**src/core/ffp_pkg.sv**
```systemverilog
// Package: constants and carrier types for the fetch/execute pipeline core
package ffp_pkg;

	localparam int          PC_WIDTH    = 11;            // Program counter bits
	localparam int          WORD_WIDTH  = 15;            // Instruction word bits
	localparam int          DATA_WIDTH  = 8;             // ALU data width
	localparam logic [10:0] RESET_VEC   = 11'h000;       // Reset entry address
	localparam logic [7:0]  ACC_RESET   = 8'h00;         // Accumulator at reset
	localparam logic [7:0]  PC_LOW_ADDR = 8'h06;         // Data address of PC low byte

	// Four phases, gray coded around the ring
	typedef enum logic [1:0] {
		FFP_T1 = 2'b00,
		FFP_T2 = 2'b01,
		FFP_T3 = 2'b11,
		FFP_T4 = 2'b10
	} ffp_phase_type;

	// Execute operation classes decoded from the upper opcode bits
	typedef enum logic [3:0] {
		FFP_OP_NOP   = 4'h0,
		FFP_OP_ADD   = 4'h1,
		FFP_OP_SUB   = 4'h2,
		FFP_OP_AND   = 4'h3,
		FFP_OP_OR    = 4'h4,
		FFP_OP_XOR   = 4'h5,
		FFP_OP_RL    = 4'h6,
		FFP_OP_RR    = 4'h7,
		FFP_OP_INC   = 4'h8,
		FFP_OP_DEC   = 4'h9,
		FFP_OP_MOVA  = 4'ha,
		FFP_OP_MOVM  = 4'hb,
		FFP_OP_SZ    = 4'hc,
		FFP_OP_JMP   = 4'hd,
		FFP_OP_LDA   = 4'he,
		FFP_OP_CALL  = 4'hf
	} ffp_op_type;

	// Data memory request from the core toward the data memory
	typedef struct packed {
		logic       we;
		logic       ind;
		logic [7:0] addr;
		logic [7:0] wdata;
	} ffp_dmem_type;

endpackage : ffp_pkg

```
**src/core/ffp_core.sv**
```systemverilog
// Module: four phase fetch/execute pipeline control with 8-bit ALU
`timescale 1ns/100ps
module ffp_core #(
	parameter int PC_W = ffp_pkg::PC_WIDTH,   // Program counter width
	parameter int IW_W = ffp_pkg::WORD_WIDTH  // Instruction width
) (
	input  wire logic                i_clk,        // System clock
	input  wire logic                i_rstn,       // Async reset, active low
	input  wire logic [IW_W-1:0]     i_pmem_data,  // Program word, same cycle
	input  wire logic [7:0]          i_dmem_rdata, // Data memory read data
	input  wire logic [7:0]          i_ind_addr,   // Indirect pointer value
	output logic [PC_W-1:0]          o_pmem_addr,  // Program fetch address
	output logic                     o_pmem_rd,    // Fetch strobe in T1
	output ffp_pkg::ffp_dmem_type    o_dmem,       // Data memory request
	output logic [1:0]               o_phase,      // Current phase code
	output logic [7:0]               o_acc,        // Accumulator
	output logic                     o_zero,       // Zero status flag
	output logic                     o_carry,      // Carry status flag
	output logic                     o_dummy       // Dummy cycle in progress
);

	ffp_pkg::ffp_phase_type phase_q;   // Current phase
	logic [PC_W-1:0]        pc_q;      // Program counter
	logic [IW_W-1:0]        ir_q;      // Instruction under execution
	logic [IW_W-1:0]        fetch_q;   // Word prefetched during T1
	logic                   dummy_q;   // Current cycle is discarded
	logic                   flush_q;   // Request dummy next cycle
	logic [PC_W-1:0]        tgt_q;     // Pending branch target
	logic [7:0]             acc_q;     // Accumulator
	logic                   zf_q;      // Zero flag
	logic                   cf_q;      // Carry flag
	ffp_pkg::ffp_dmem_type  dm_q;      // Registered data request
	ffp_pkg::ffp_op_type    op;        // Decoded operation
	logic [7:0]             opnd;      // Memory operand
	logic [8:0]             alu;       // ALU result with carry
	logic                   wr_pc_low; // Store lands on PC low byte
	logic                   branch;    // Current op loads the PC
	logic [7:0]             eaddr;     // Effective data address

	// Decode fields: opcode in top four bits, ind flag, 8-bit address/imm
	assign op    = ffp_pkg::ffp_op_type'(ir_q[IW_W-1 -: 4]);
	assign eaddr = ir_q[8] ? i_ind_addr : ir_q[7:0];
	assign opnd  = (op == ffp_pkg::FFP_OP_LDA) ? ir_q[7:0] : i_dmem_rdata;
	assign wr_pc_low = (op == ffp_pkg::FFP_OP_MOVM) &&
			(eaddr == ffp_pkg::PC_LOW_ADDR);

	// Eight bit ALU shared by the arithmetic, logic, rotate, inc/dec, skip and load classes
	always_comb begin
		case (op)
		ffp_pkg::FFP_OP_ADD: alu = {1'b0, acc_q} + {1'b0, opnd};
		ffp_pkg::FFP_OP_SUB: alu = {1'b0, acc_q} - {1'b0, opnd};
		ffp_pkg::FFP_OP_AND: alu = {1'b0, acc_q & opnd};
		ffp_pkg::FFP_OP_OR:  alu = {1'b0, acc_q | opnd};
		ffp_pkg::FFP_OP_XOR: alu = {1'b0, acc_q ^ opnd};
		ffp_pkg::FFP_OP_RL:  alu = {opnd[7], opnd[6:0], opnd[7]};
		ffp_pkg::FFP_OP_RR:  alu = {opnd[0], opnd[0], opnd[7:1]};
		ffp_pkg::FFP_OP_INC: alu = {1'b0, opnd} + 9'h001;
		ffp_pkg::FFP_OP_DEC: alu = {1'b0, opnd} - 9'h001;
		ffp_pkg::FFP_OP_SZ:  alu = {1'b0, opnd};
		ffp_pkg::FFP_OP_LDA: alu = {1'b0, opnd};
		ffp_pkg::FFP_OP_MOVA: alu = {1'b0, opnd};
		default:             alu = {1'b0, acc_q};
		endcase
	end

	// Ops that redirect the PC need the extra cycle
	assign branch = !dummy_q && (op == ffp_pkg::FFP_OP_JMP ||
			op == ffp_pkg::FFP_OP_CALL || wr_pc_low ||
			(op == ffp_pkg::FFP_OP_SZ && alu[7:0] == 8'h00));

	// Phase ring, one instruction cycle per lap
	always_ff @(posedge i_clk or negedge i_rstn) begin
		if (!i_rstn) begin
			phase_q <= ffp_pkg::FFP_T1;
		end else begin
			case (phase_q)
			ffp_pkg::FFP_T1: phase_q <= ffp_pkg::FFP_T2;
			ffp_pkg::FFP_T2: phase_q <= ffp_pkg::FFP_T3;
			ffp_pkg::FFP_T3: phase_q <= ffp_pkg::FFP_T4;
			default:         phase_q <= ffp_pkg::FFP_T1;
			endcase
		end
	end

	// PC and fetch: word taken at end of T1, executed in the next lap,
	// so the fetch of one word overlaps execution of the one before
	always_ff @(posedge i_clk or negedge i_rstn) begin
		if (!i_rstn) begin
			pc_q    <= PC_W'(ffp_pkg::RESET_VEC);
			fetch_q <= '0;
			ir_q    <= '0; // Runs as a no-op in the first lap
		end else if (phase_q == ffp_pkg::FFP_T4) begin
			// Branch target replaces sequential PC
			pc_q <= flush_q ? tgt_q : pc_q + PC_W'(1);
			ir_q <= fetch_q; // Prefetch goes to execute
		end else if (phase_q == ffp_pkg::FFP_T1) begin
			fetch_q <= i_pmem_data;
		end
	end

	// Branch detect in T3; dummy marks the next cycle as discarded
	always_ff @(posedge i_clk or negedge i_rstn) begin
		if (!i_rstn) begin
			flush_q <= 1'b0;
			tgt_q   <= '0;
			dummy_q <= 1'b0;
		end else if (phase_q == ffp_pkg::FFP_T3) begin
			flush_q <= branch;
			if (wr_pc_low) begin
				// Only low byte moves; page kept
				tgt_q <= {pc_q[PC_W-1:8], acc_q};
			end else if (op == ffp_pkg::FFP_OP_SZ) begin
				tgt_q <= pc_q + PC_W'(1);
			end else begin
				tgt_q <= PC_W'(ir_q[IW_W-5:0]);
			end
		end else if (phase_q == ffp_pkg::FFP_T4) begin
			dummy_q <= flush_q;
			flush_q <= 1'b0;
		end
	end

	// Execute: writes land in T4, never in a dummy cycle
	always_ff @(posedge i_clk or negedge i_rstn) begin
		if (!i_rstn) begin
			acc_q <= ffp_pkg::ACC_RESET;
			zf_q  <= 1'b0;
			cf_q  <= 1'b0;
			dm_q  <= '0;
		end else begin
			dm_q.we <= 1'b0;
			if (phase_q == ffp_pkg::FFP_T2) begin
				dm_q.addr <= eaddr;
				dm_q.ind  <= ir_q[8];
			end
			if (phase_q == ffp_pkg::FFP_T4 && !dummy_q) begin
				case (op)
				ffp_pkg::FFP_OP_NOP, ffp_pkg::FFP_OP_JMP,
				ffp_pkg::FFP_OP_CALL, ffp_pkg::FFP_OP_SZ: ;
				ffp_pkg::FFP_OP_MOVM: begin
					// PC low byte store is handled as branch
					dm_q.we    <= !wr_pc_low;
					dm_q.wdata <= acc_q;
				end
				ffp_pkg::FFP_OP_INC, ffp_pkg::FFP_OP_DEC,
				ffp_pkg::FFP_OP_RL, ffp_pkg::FFP_OP_RR: begin
					dm_q.we    <= 1'b1;
					dm_q.wdata <= alu[7:0];
					zf_q       <= (alu[7:0] == 8'h00);
				end
				default: begin
					acc_q <= alu[7:0];
					zf_q  <= (alu[7:0] == 8'h00);
					cf_q  <= alu[8];
				end
				endcase
			end
		end
	end

	assign o_pmem_addr = pc_q;
	assign o_pmem_rd   = (phase_q == ffp_pkg::FFP_T1);
	assign o_dmem      = dm_q;
	assign o_phase     = phase_q;
	assign o_acc       = acc_q;
	assign o_zero      = zf_q;
	assign o_carry     = cf_q;
	assign o_dummy     = dummy_q;

	// Phase ring walks T1..T4 in order
	phase_ring_a: assert property (@(posedge i_clk) disable iff (!i_rstn)
		phase_q == ffp_pkg::FFP_T1 |=> phase_q == ffp_pkg::FFP_T2 ##1
		phase_q == ffp_pkg::FFP_T3 ##1 phase_q == ffp_pkg::FFP_T4 ##1
		phase_q == ffp_pkg::FFP_T1)
		else $error("phase ring out of order");
	// PC steps once per cycle when no branch
	pc_step_a: assert property (@(posedge i_clk) disable iff (!i_rstn)
		phase_q == ffp_pkg::FFP_T4 && !flush_q |=>
		pc_q == $past(pc_q) + PC_W'(1))
		else $error("pc did not step");
	// Word fetched in T1 is the one executed in the next lap
	fetch_t1_a: assert property (@(posedge i_clk) disable iff (!i_rstn)
		o_pmem_rd |-> ##4 ir_q == $past(i_pmem_data, 4))
		else $error("fetched word not executed next");
	// Branch in T3 gives dummy for following cycle
	branch_dummy_a: assert property (@(posedge i_clk) disable iff (!i_rstn)
		phase_q == ffp_pkg::FFP_T3 && branch |=> ##1 dummy_q [*4])
		else $error("branch without dummy cycle");
	// Dummy cycle writes no memory, accumulator or zero flag
	dummy_quiet_a: assert property (@(posedge i_clk) disable iff (!i_rstn)
		dummy_q && phase_q == ffp_pkg::FFP_T4 |=>
		!dm_q.we && $stable(acc_q) && $stable(zf_q))
		else $error("dummy cycle updated state");
	// Low byte write keeps the page
	pc_low_page_a: assert property (@(posedge i_clk) disable iff (!i_rstn)
		phase_q == ffp_pkg::FFP_T3 && wr_pc_low && !dummy_q |=> ##1
		pc_q[PC_W-1:8] == $past(pc_q[PC_W-1:8], 2))
		else $error("pc low write left page");
	// Skip taken discards next word
	skip_dummy_a: assert property (@(posedge i_clk) disable iff (!i_rstn)
		phase_q == ffp_pkg::FFP_T3 && !dummy_q &&
		op == ffp_pkg::FFP_OP_SZ && alu[7:0] == 8'h00 |=> flush_q)
		else $error("skip did not flush");
	// Executes only in T4 update the accumulator
	acc_t4_a: assert property (@(posedge i_clk) disable iff (!i_rstn)
		!$stable(acc_q) |-> $past(phase_q) == ffp_pkg::FFP_T4)
		else $error("accumulator changed outside T4");

endmodule : ffp_core

```
**config.mk**
```make
export PLATFORM = sky130hd
export DESIGN_NAME = ffp_core
export DESIGN_NICKNAME = d
export VERILOG_FILES = /design/src/core/ffp_pkg.sv /design/src/core/ffp_core.sv
export SDC_FILE = /design/constraint.sdc
export NUM_CORES = 1
export LEC_CHECK = 0
export BUFFER_PORTS_ARGS = -buffer_cell sky130_fd_sc_hd__buf_2
export CORE_MARGIN = 8
export CORE_UTILIZATION = 50
export DETAILED_ROUTE_END_ITERATION = 6
export HOLD_SLACK_MARGIN = 0.03
export PLACE_DENSITY = 0.75
export SLEW_MARGIN = 20
export SYNTH_ARGS = -nofsm -noshare
export SYNTH_HDL_FRONTEND = slang
export SYNTH_SLANG_ARGS = --single-unit
```
**constraint.sdc**
```tcl
create_clock -name i_clk -period 4.3 [get_ports i_clk]
set_clock_uncertainty 0.05 [all_clocks]
set_input_delay 0.86 -clock i_clk [delete_from_list [all_inputs] [get_ports i_clk]]
set_output_delay 0.86 -clock i_clk [all_outputs]
set_load 0.01 [all_outputs]
```
## Yosys cells after proc, flatten, opt, wreduce, memory -nomap -nowiden

Index checks and enable logic that the tools add are counted.

- Bitwise operators: 7
- Eq/ne operators: 19
- $add $sub $neg: 5
- Reductions and logical operators: 23
- Multiplexer cells: 12

Operators by type and width:

| kind | count |
|---|---|
| one-hot mux 9 bit (10 select lines) | 1 |
| 2-to-1 mux 11 bit | 3 |
| equality test 4 bit, second input constant | 8 |
| equality test 4 x 3 -> 1 bit, second input constant | 4 |
| 2-to-1 mux 8 bit | 2 |
| one-hot mux 8 bit (2 select lines) | 1 |
| adder 11 x 1 -> 11 bit, second input constant | 1 |
| AND reduction 2 bit | 5 |
| adder 8 x 1 -> 9 bit, second input constant | 1 |
| adder 8 x 8 -> 9 bit | 1 |
| OR reduction 9 bit | 1 |
| subtractor 8 x 1 -> 9 bit, second input constant | 1 |
| subtractor 8 x 8 -> 9 bit | 1 |
| AND 8 bit | 1 |
| equality test 4 x 2 -> 1 bit, second input constant | 2 |
| equality test 8 x 3 -> 1 bit, second input constant | 1 |
| zero test 8 bit | 1 |
| OR 8 bit | 1 |
| bitwise XOR 8 bit | 1 |
| one-hot mux 2 bit (3 select lines) | 1 |
| OR reduction 5 bit | 1 |
| equality test 2 bit, second input constant | 2 |
| equality test 4 x 1 -> 1 bit, second input constant | 1 |
| logical AND 1 bit | 4 |
| 11 further kinds | 20 |

- Input bits: 33
- Output and inout port bits: 43
- Register bits: 84

## Depth between registers and ports, before layout

- Word-level depth: 9
- Mapped depth: 18
- Mapped depth without buffers: 17

## Least setup slack after synthesis

Ideal clock, no wire load.

- Path type: reg2reg
- From: register ir_q[11]
- To: register flush_q
- Required time: 4.174 ns
- Data arrival time: 3.464 ns
- Slack: 0.710 ns
- Period minus slack after synthesis: 3.590 ns
- Stages on the path, launching flop included: 15
- Cells stage by stage: dfrtp_1 -> clkbuf_1 -> buf_2 -> buf_1 -> nand2_1 -> o21ai_0 -> fa_1 -> o21ai_0 -> o211ai_1 -> a211oi_2 -> a2bb2oi_1 -> o2111ai_1 -> or3_1 -> or4_1 -> o21ai_1

- Word-level cells in the longest chain between the ends: 9
- Elaborated cells on any way between the ends: 33

Ends and longest elaborated chain:

| item | line | RTL |
|---|---|---|
| start: declaration | ffp_core.sv:24 | `logic [IW_W-1:0] ir_q;` |
| start signal: assignment | ffp_core.sv:95 | `ir_q <= fetch_q;` |
| equality test 4 bit | ffp_core.sv:43, ffp_core.sv:49 |  |
| 2-to-1 mux 8 bit | ffp_core.sv:43 | `assign opnd = (op == ffp_pkg::FFP_OP_LDA) ? ir_q[7:0] : i_dmem_rdata;` |
| subtractor 8 x 1 -> 9 bit, or another cell as far along | ffp_core.sv:58 | `ffp_pkg::FFP_OP_DEC: alu = {1'b0, opnd} - 9'h001;` |
| one-hot mux 9 bit (10 select lines) | ffp_core.sv:49 | `case (op)` |
| zero test 8 bit | ffp_core.sv:69 | `(op == ffp_pkg::FFP_OP_SZ && alu[7:0] == 8'h00));` |
| logical AND 1 bit | ffp_core.sv:69 |  |
| logical OR 1 bit * | ffp_core.sv:68 | `op == ffp_pkg::FFP_OP_CALL \|\| wr_pc_low \|\|` |
| logical AND 1 bit * | ffp_core.sv:67 | `assign branch = !dummy_q && (op == ffp_pkg::FFP_OP_JMP \|\|` |
| 2-to-1 mux 1 bit * | ffp_core.sv:107 | `end else if (phase_q == ffp_pkg::FFP_T3) begin` |
| end signal: assignment | ffp_core.sv:108 | `flush_q <= branch;` |
| end: declaration | ffp_core.sv:27 | `logic flush_q;` |

Mark *: on every way between the ends. The rest lies on a longest branch, timed or not.
A chain may end at the register's enable or synchronous reset.

## Worst setup path after layout

- From: register ir_q[13]
- To: register flush_q

The elaborated chain is that of the path after synthesis.

==> flow_summary.ini <==
[outcome]
status = complete, no violations

[job]
drv_cap = 0

[floorplanning]
die_area_mm2 = 0.0160
num_rows = 40
core_area_mm2 = 0.0120
io_pins = 76
chipHeight_um = 126
dieWidth_um = 126
start_util_pct = 50.9

[worst_setup_path]
crit_buf_inv = 1
worst-setup-path-type = reg2reg
worstPathArrival_ns = 4.26
worstPathCellList = and4b_1, mux2_4, ha_1, inv_1, o21ai_0, ha_1, or3_1, a31oi_1, o21ai_0, nand2_1, xor2_1, o221ai_1, or4_1, o21ai_1
slowest_stage = or4_1
crit_family = simple AND/OR/NAND/NOR gates
crit_path_end_kind = flip-flop
required_ns = 4.52
startpoint_type = flip-flop
cp_max_fo = 9
slowest_delay_ns = 0.61

[pwr]
combinationalPowerShare_pct = 41.2
power_density_mw_per_mm2 = 452
internal-power_mw = 1.90
p_seq_share_pct = 32.7
ir_drop_v = 0.000227
switchingPower_mw = 1.26
swShare_pct = 39.9
leakage_nw = 3.18
power_frac_clock_pct = 26.0

[sta]
max_freq_mhz = 247
setup_viol = 0
rsz0062_at_grt = no
whs_ns = 0.421
min_period_ns = 4.04
timing.final.crit_share_pct = 94.1
finalHoldViolations = 0
setup_tns_ns = 0
worstMarginPinSlew_ns = 1.11
slew_headroom_pct = 25.8
finalMaxSlewViolations = 0

[cells_and_area]
final_cell_area_mm2 = 0.00701
drive_above_1_share_pct = 19.5
final_cell_mix = nand2_1 (119), dfrtp_1 (83), o21ai_0 (78)
antenna-diode-count = 0
layout_commonest_cell = nand2_1
layoutNonFillerInstCount = 962
nNetsFinal = 868
area_growth_pct = 15.2

[detailed_routing]
ant_nets = 0
firstDrtPassIters = 6
first_iter_violations = 714
vias_per_cell = 6.26
avgRoutedWirePerCell_um = 20.6
drc = 0
num_vias = 6022
routed_wl_mm = 19.8

[global_routing]
grt_util_all_layers_pct = 25.2
grt_max_degree = 85
antenna_found_initial = 0
grt_pass1_vias = 5938
grt.overflow.total = 0
grt_pass1_wl_mm = 32.0

[min_path]
hp-class = reg2reg

[cts]
cts_made_buffers = 9
clk_latency_ns = 0.35
cts_tree = yes
cts_buffer_depth = 2
clockRootBuffer = clkbuf_16
cts_sinks = 84
cts-htree-levels = 3
clk_pin_slew_ns = 0.07

[yosys]
synth_edf_count = 0
ys_seq_area_share_pct = 34.5
syn_nets = 797
ys_types = 70
yosys_warnings = 0
synth-seq-cells = 84
synthCells = 739
synth_area_mm2 = 0.00609
synthArstFlopShare_pct = 100
synth_top_flop_cell = dfrtp_1
syn_avg_cell_area_um2 = 8.24

[placed_design]
io_buffers = 75
placed_cells = 945
hpwlAfterDp_mm = 14.9
gp_congestion = 1.03
placed_area_mm2 = 0.00668
[kinds of logic after synthesis]
| family | count (synthesis) | synth area share, % |
|---|---|---|
| AND/OR/NAND/NOR | 266 | 20.4 |
| AO/OA/AOI/OAI | 210 | 21.0 |
| flip-flops | 84 | 34.5 |
| buffers and inverters | 75 | 4.95 |
| multiplexers | 54 | 10.0 |
| XOR/XNOR | 25 | 3.82 |
| adder cells (fa/ha/maj) | 25 | 5.26 |
[final cells by class]
class	count	area (um^2)
repair buffers	105	611
multi-input cells	580	3690
well taps	147	184
fillers	1067	4950
flip-flops and latches	84	2100
clock buffers	9	225
inverters	30	113
clock inverters	7	86.3
[timing repair]
item	in CTS	in global routing
gates resized for setup	0	2
buffers inserted	0	1
endpoints found under the setup margin	0	2
hold buffers	0	0
hold endpoints to repair	0	0
[worst min-delay path, delay by kind of cell, from the launching register on]
kind / cells / cell delay, ns
and+or+nand+nor: 2 / 0.10
DFF: 1 / 0.34
[layer usage]
layer / track usage (%) / part of all wire (%) / up-vias
met3: 4.44 / 7.8 / 70
li1: - / - / 2779
met5: 0 / 0 / -
met2: 39.9 / 46 / 319
met1: 32.4 / 42 / 2854
met4: 13.0 / 4.5 / 0
[state kept, by name, indices dropped and copies added (netlist names)]
name and count:
fetch_q 15, o_carry 1, o_zero 1, o_phase 2, o_dmem 18, ir_q 15, o_dummy 1, flush_q 1
o_acc 8, o_pmem_addr 11, tgt_q 11
[synthesized netlist by cell type, types with 13 or more instances]
cell	count	share of area, %
nand3_1	13	1.1
mux2i_1	25	4.1
mux2_2	24	4.4
dfrtp_1	84	35
clkbuf_1	34	2.1
inv_1	30	1.8
xnor2_1	20	2.9
nor3_1	16	1.3
a21oi_1	49	4.0
nor2_1	55	3.4
o21ai_0	78	6.4
nand2_1	119	7.3
ha_1	24	4.9
and3_1	13	1.3
[path summary, 6_finish.rpt]
| kind | from | end | slack [ns] | depth (start not counted) |
|---|---|---|---|---|
| max | ir_q[13] | flush_q | 0.26 | 14 |
| min reg2reg | fetch_q[10] | ir_q[10] | 0.42 | 2 |
| max in group asynchronous | i_rstn | ir_q[14] | 3.14 | 1 |
| min in group asynchronous | i_rstn | fetch_q[8] | 0.50 | 1 |
| min | fetch_q[10] | ir_q[10] | 0.42 | 2 |
| max reg2reg | ir_q[13] | flush_q | 0.26 | 14 |
[power groups by stage]
stage / Sequential (mW) / Combinational, mW / Clock (mW)
3_5_place_dp: 1.05 / 1.28 / 0
6_report: 1.04 / 1.31 / 0.825
2_1_floorplan: 1.06 / 0.795 / 0
4_1_cts: 1.03 / 1.29 / 0.834
5_1_grt: 1.05 / 1.43 / 0.866
3_3_place_gp: 1.04 / 1.26 / 0
[per-stage QoR]
step | power, mW | worst slack, ns | utilization [%]
4_1_cts | 3.15 | 0.222 | 58.5
5_1_grt | 3.35 | 0.0105 | 58.6
3_5_place_dp | 2.32 | 0.208 | 55.9
6_report | 3.17 | 0.256 | 58.6
3_3_place_gp | 2.30 | 0.364 | 55.9
2_1_floorplan | 1.85 | 0.710 | -
Note: power is estimated with default switching activity, not from simulation.
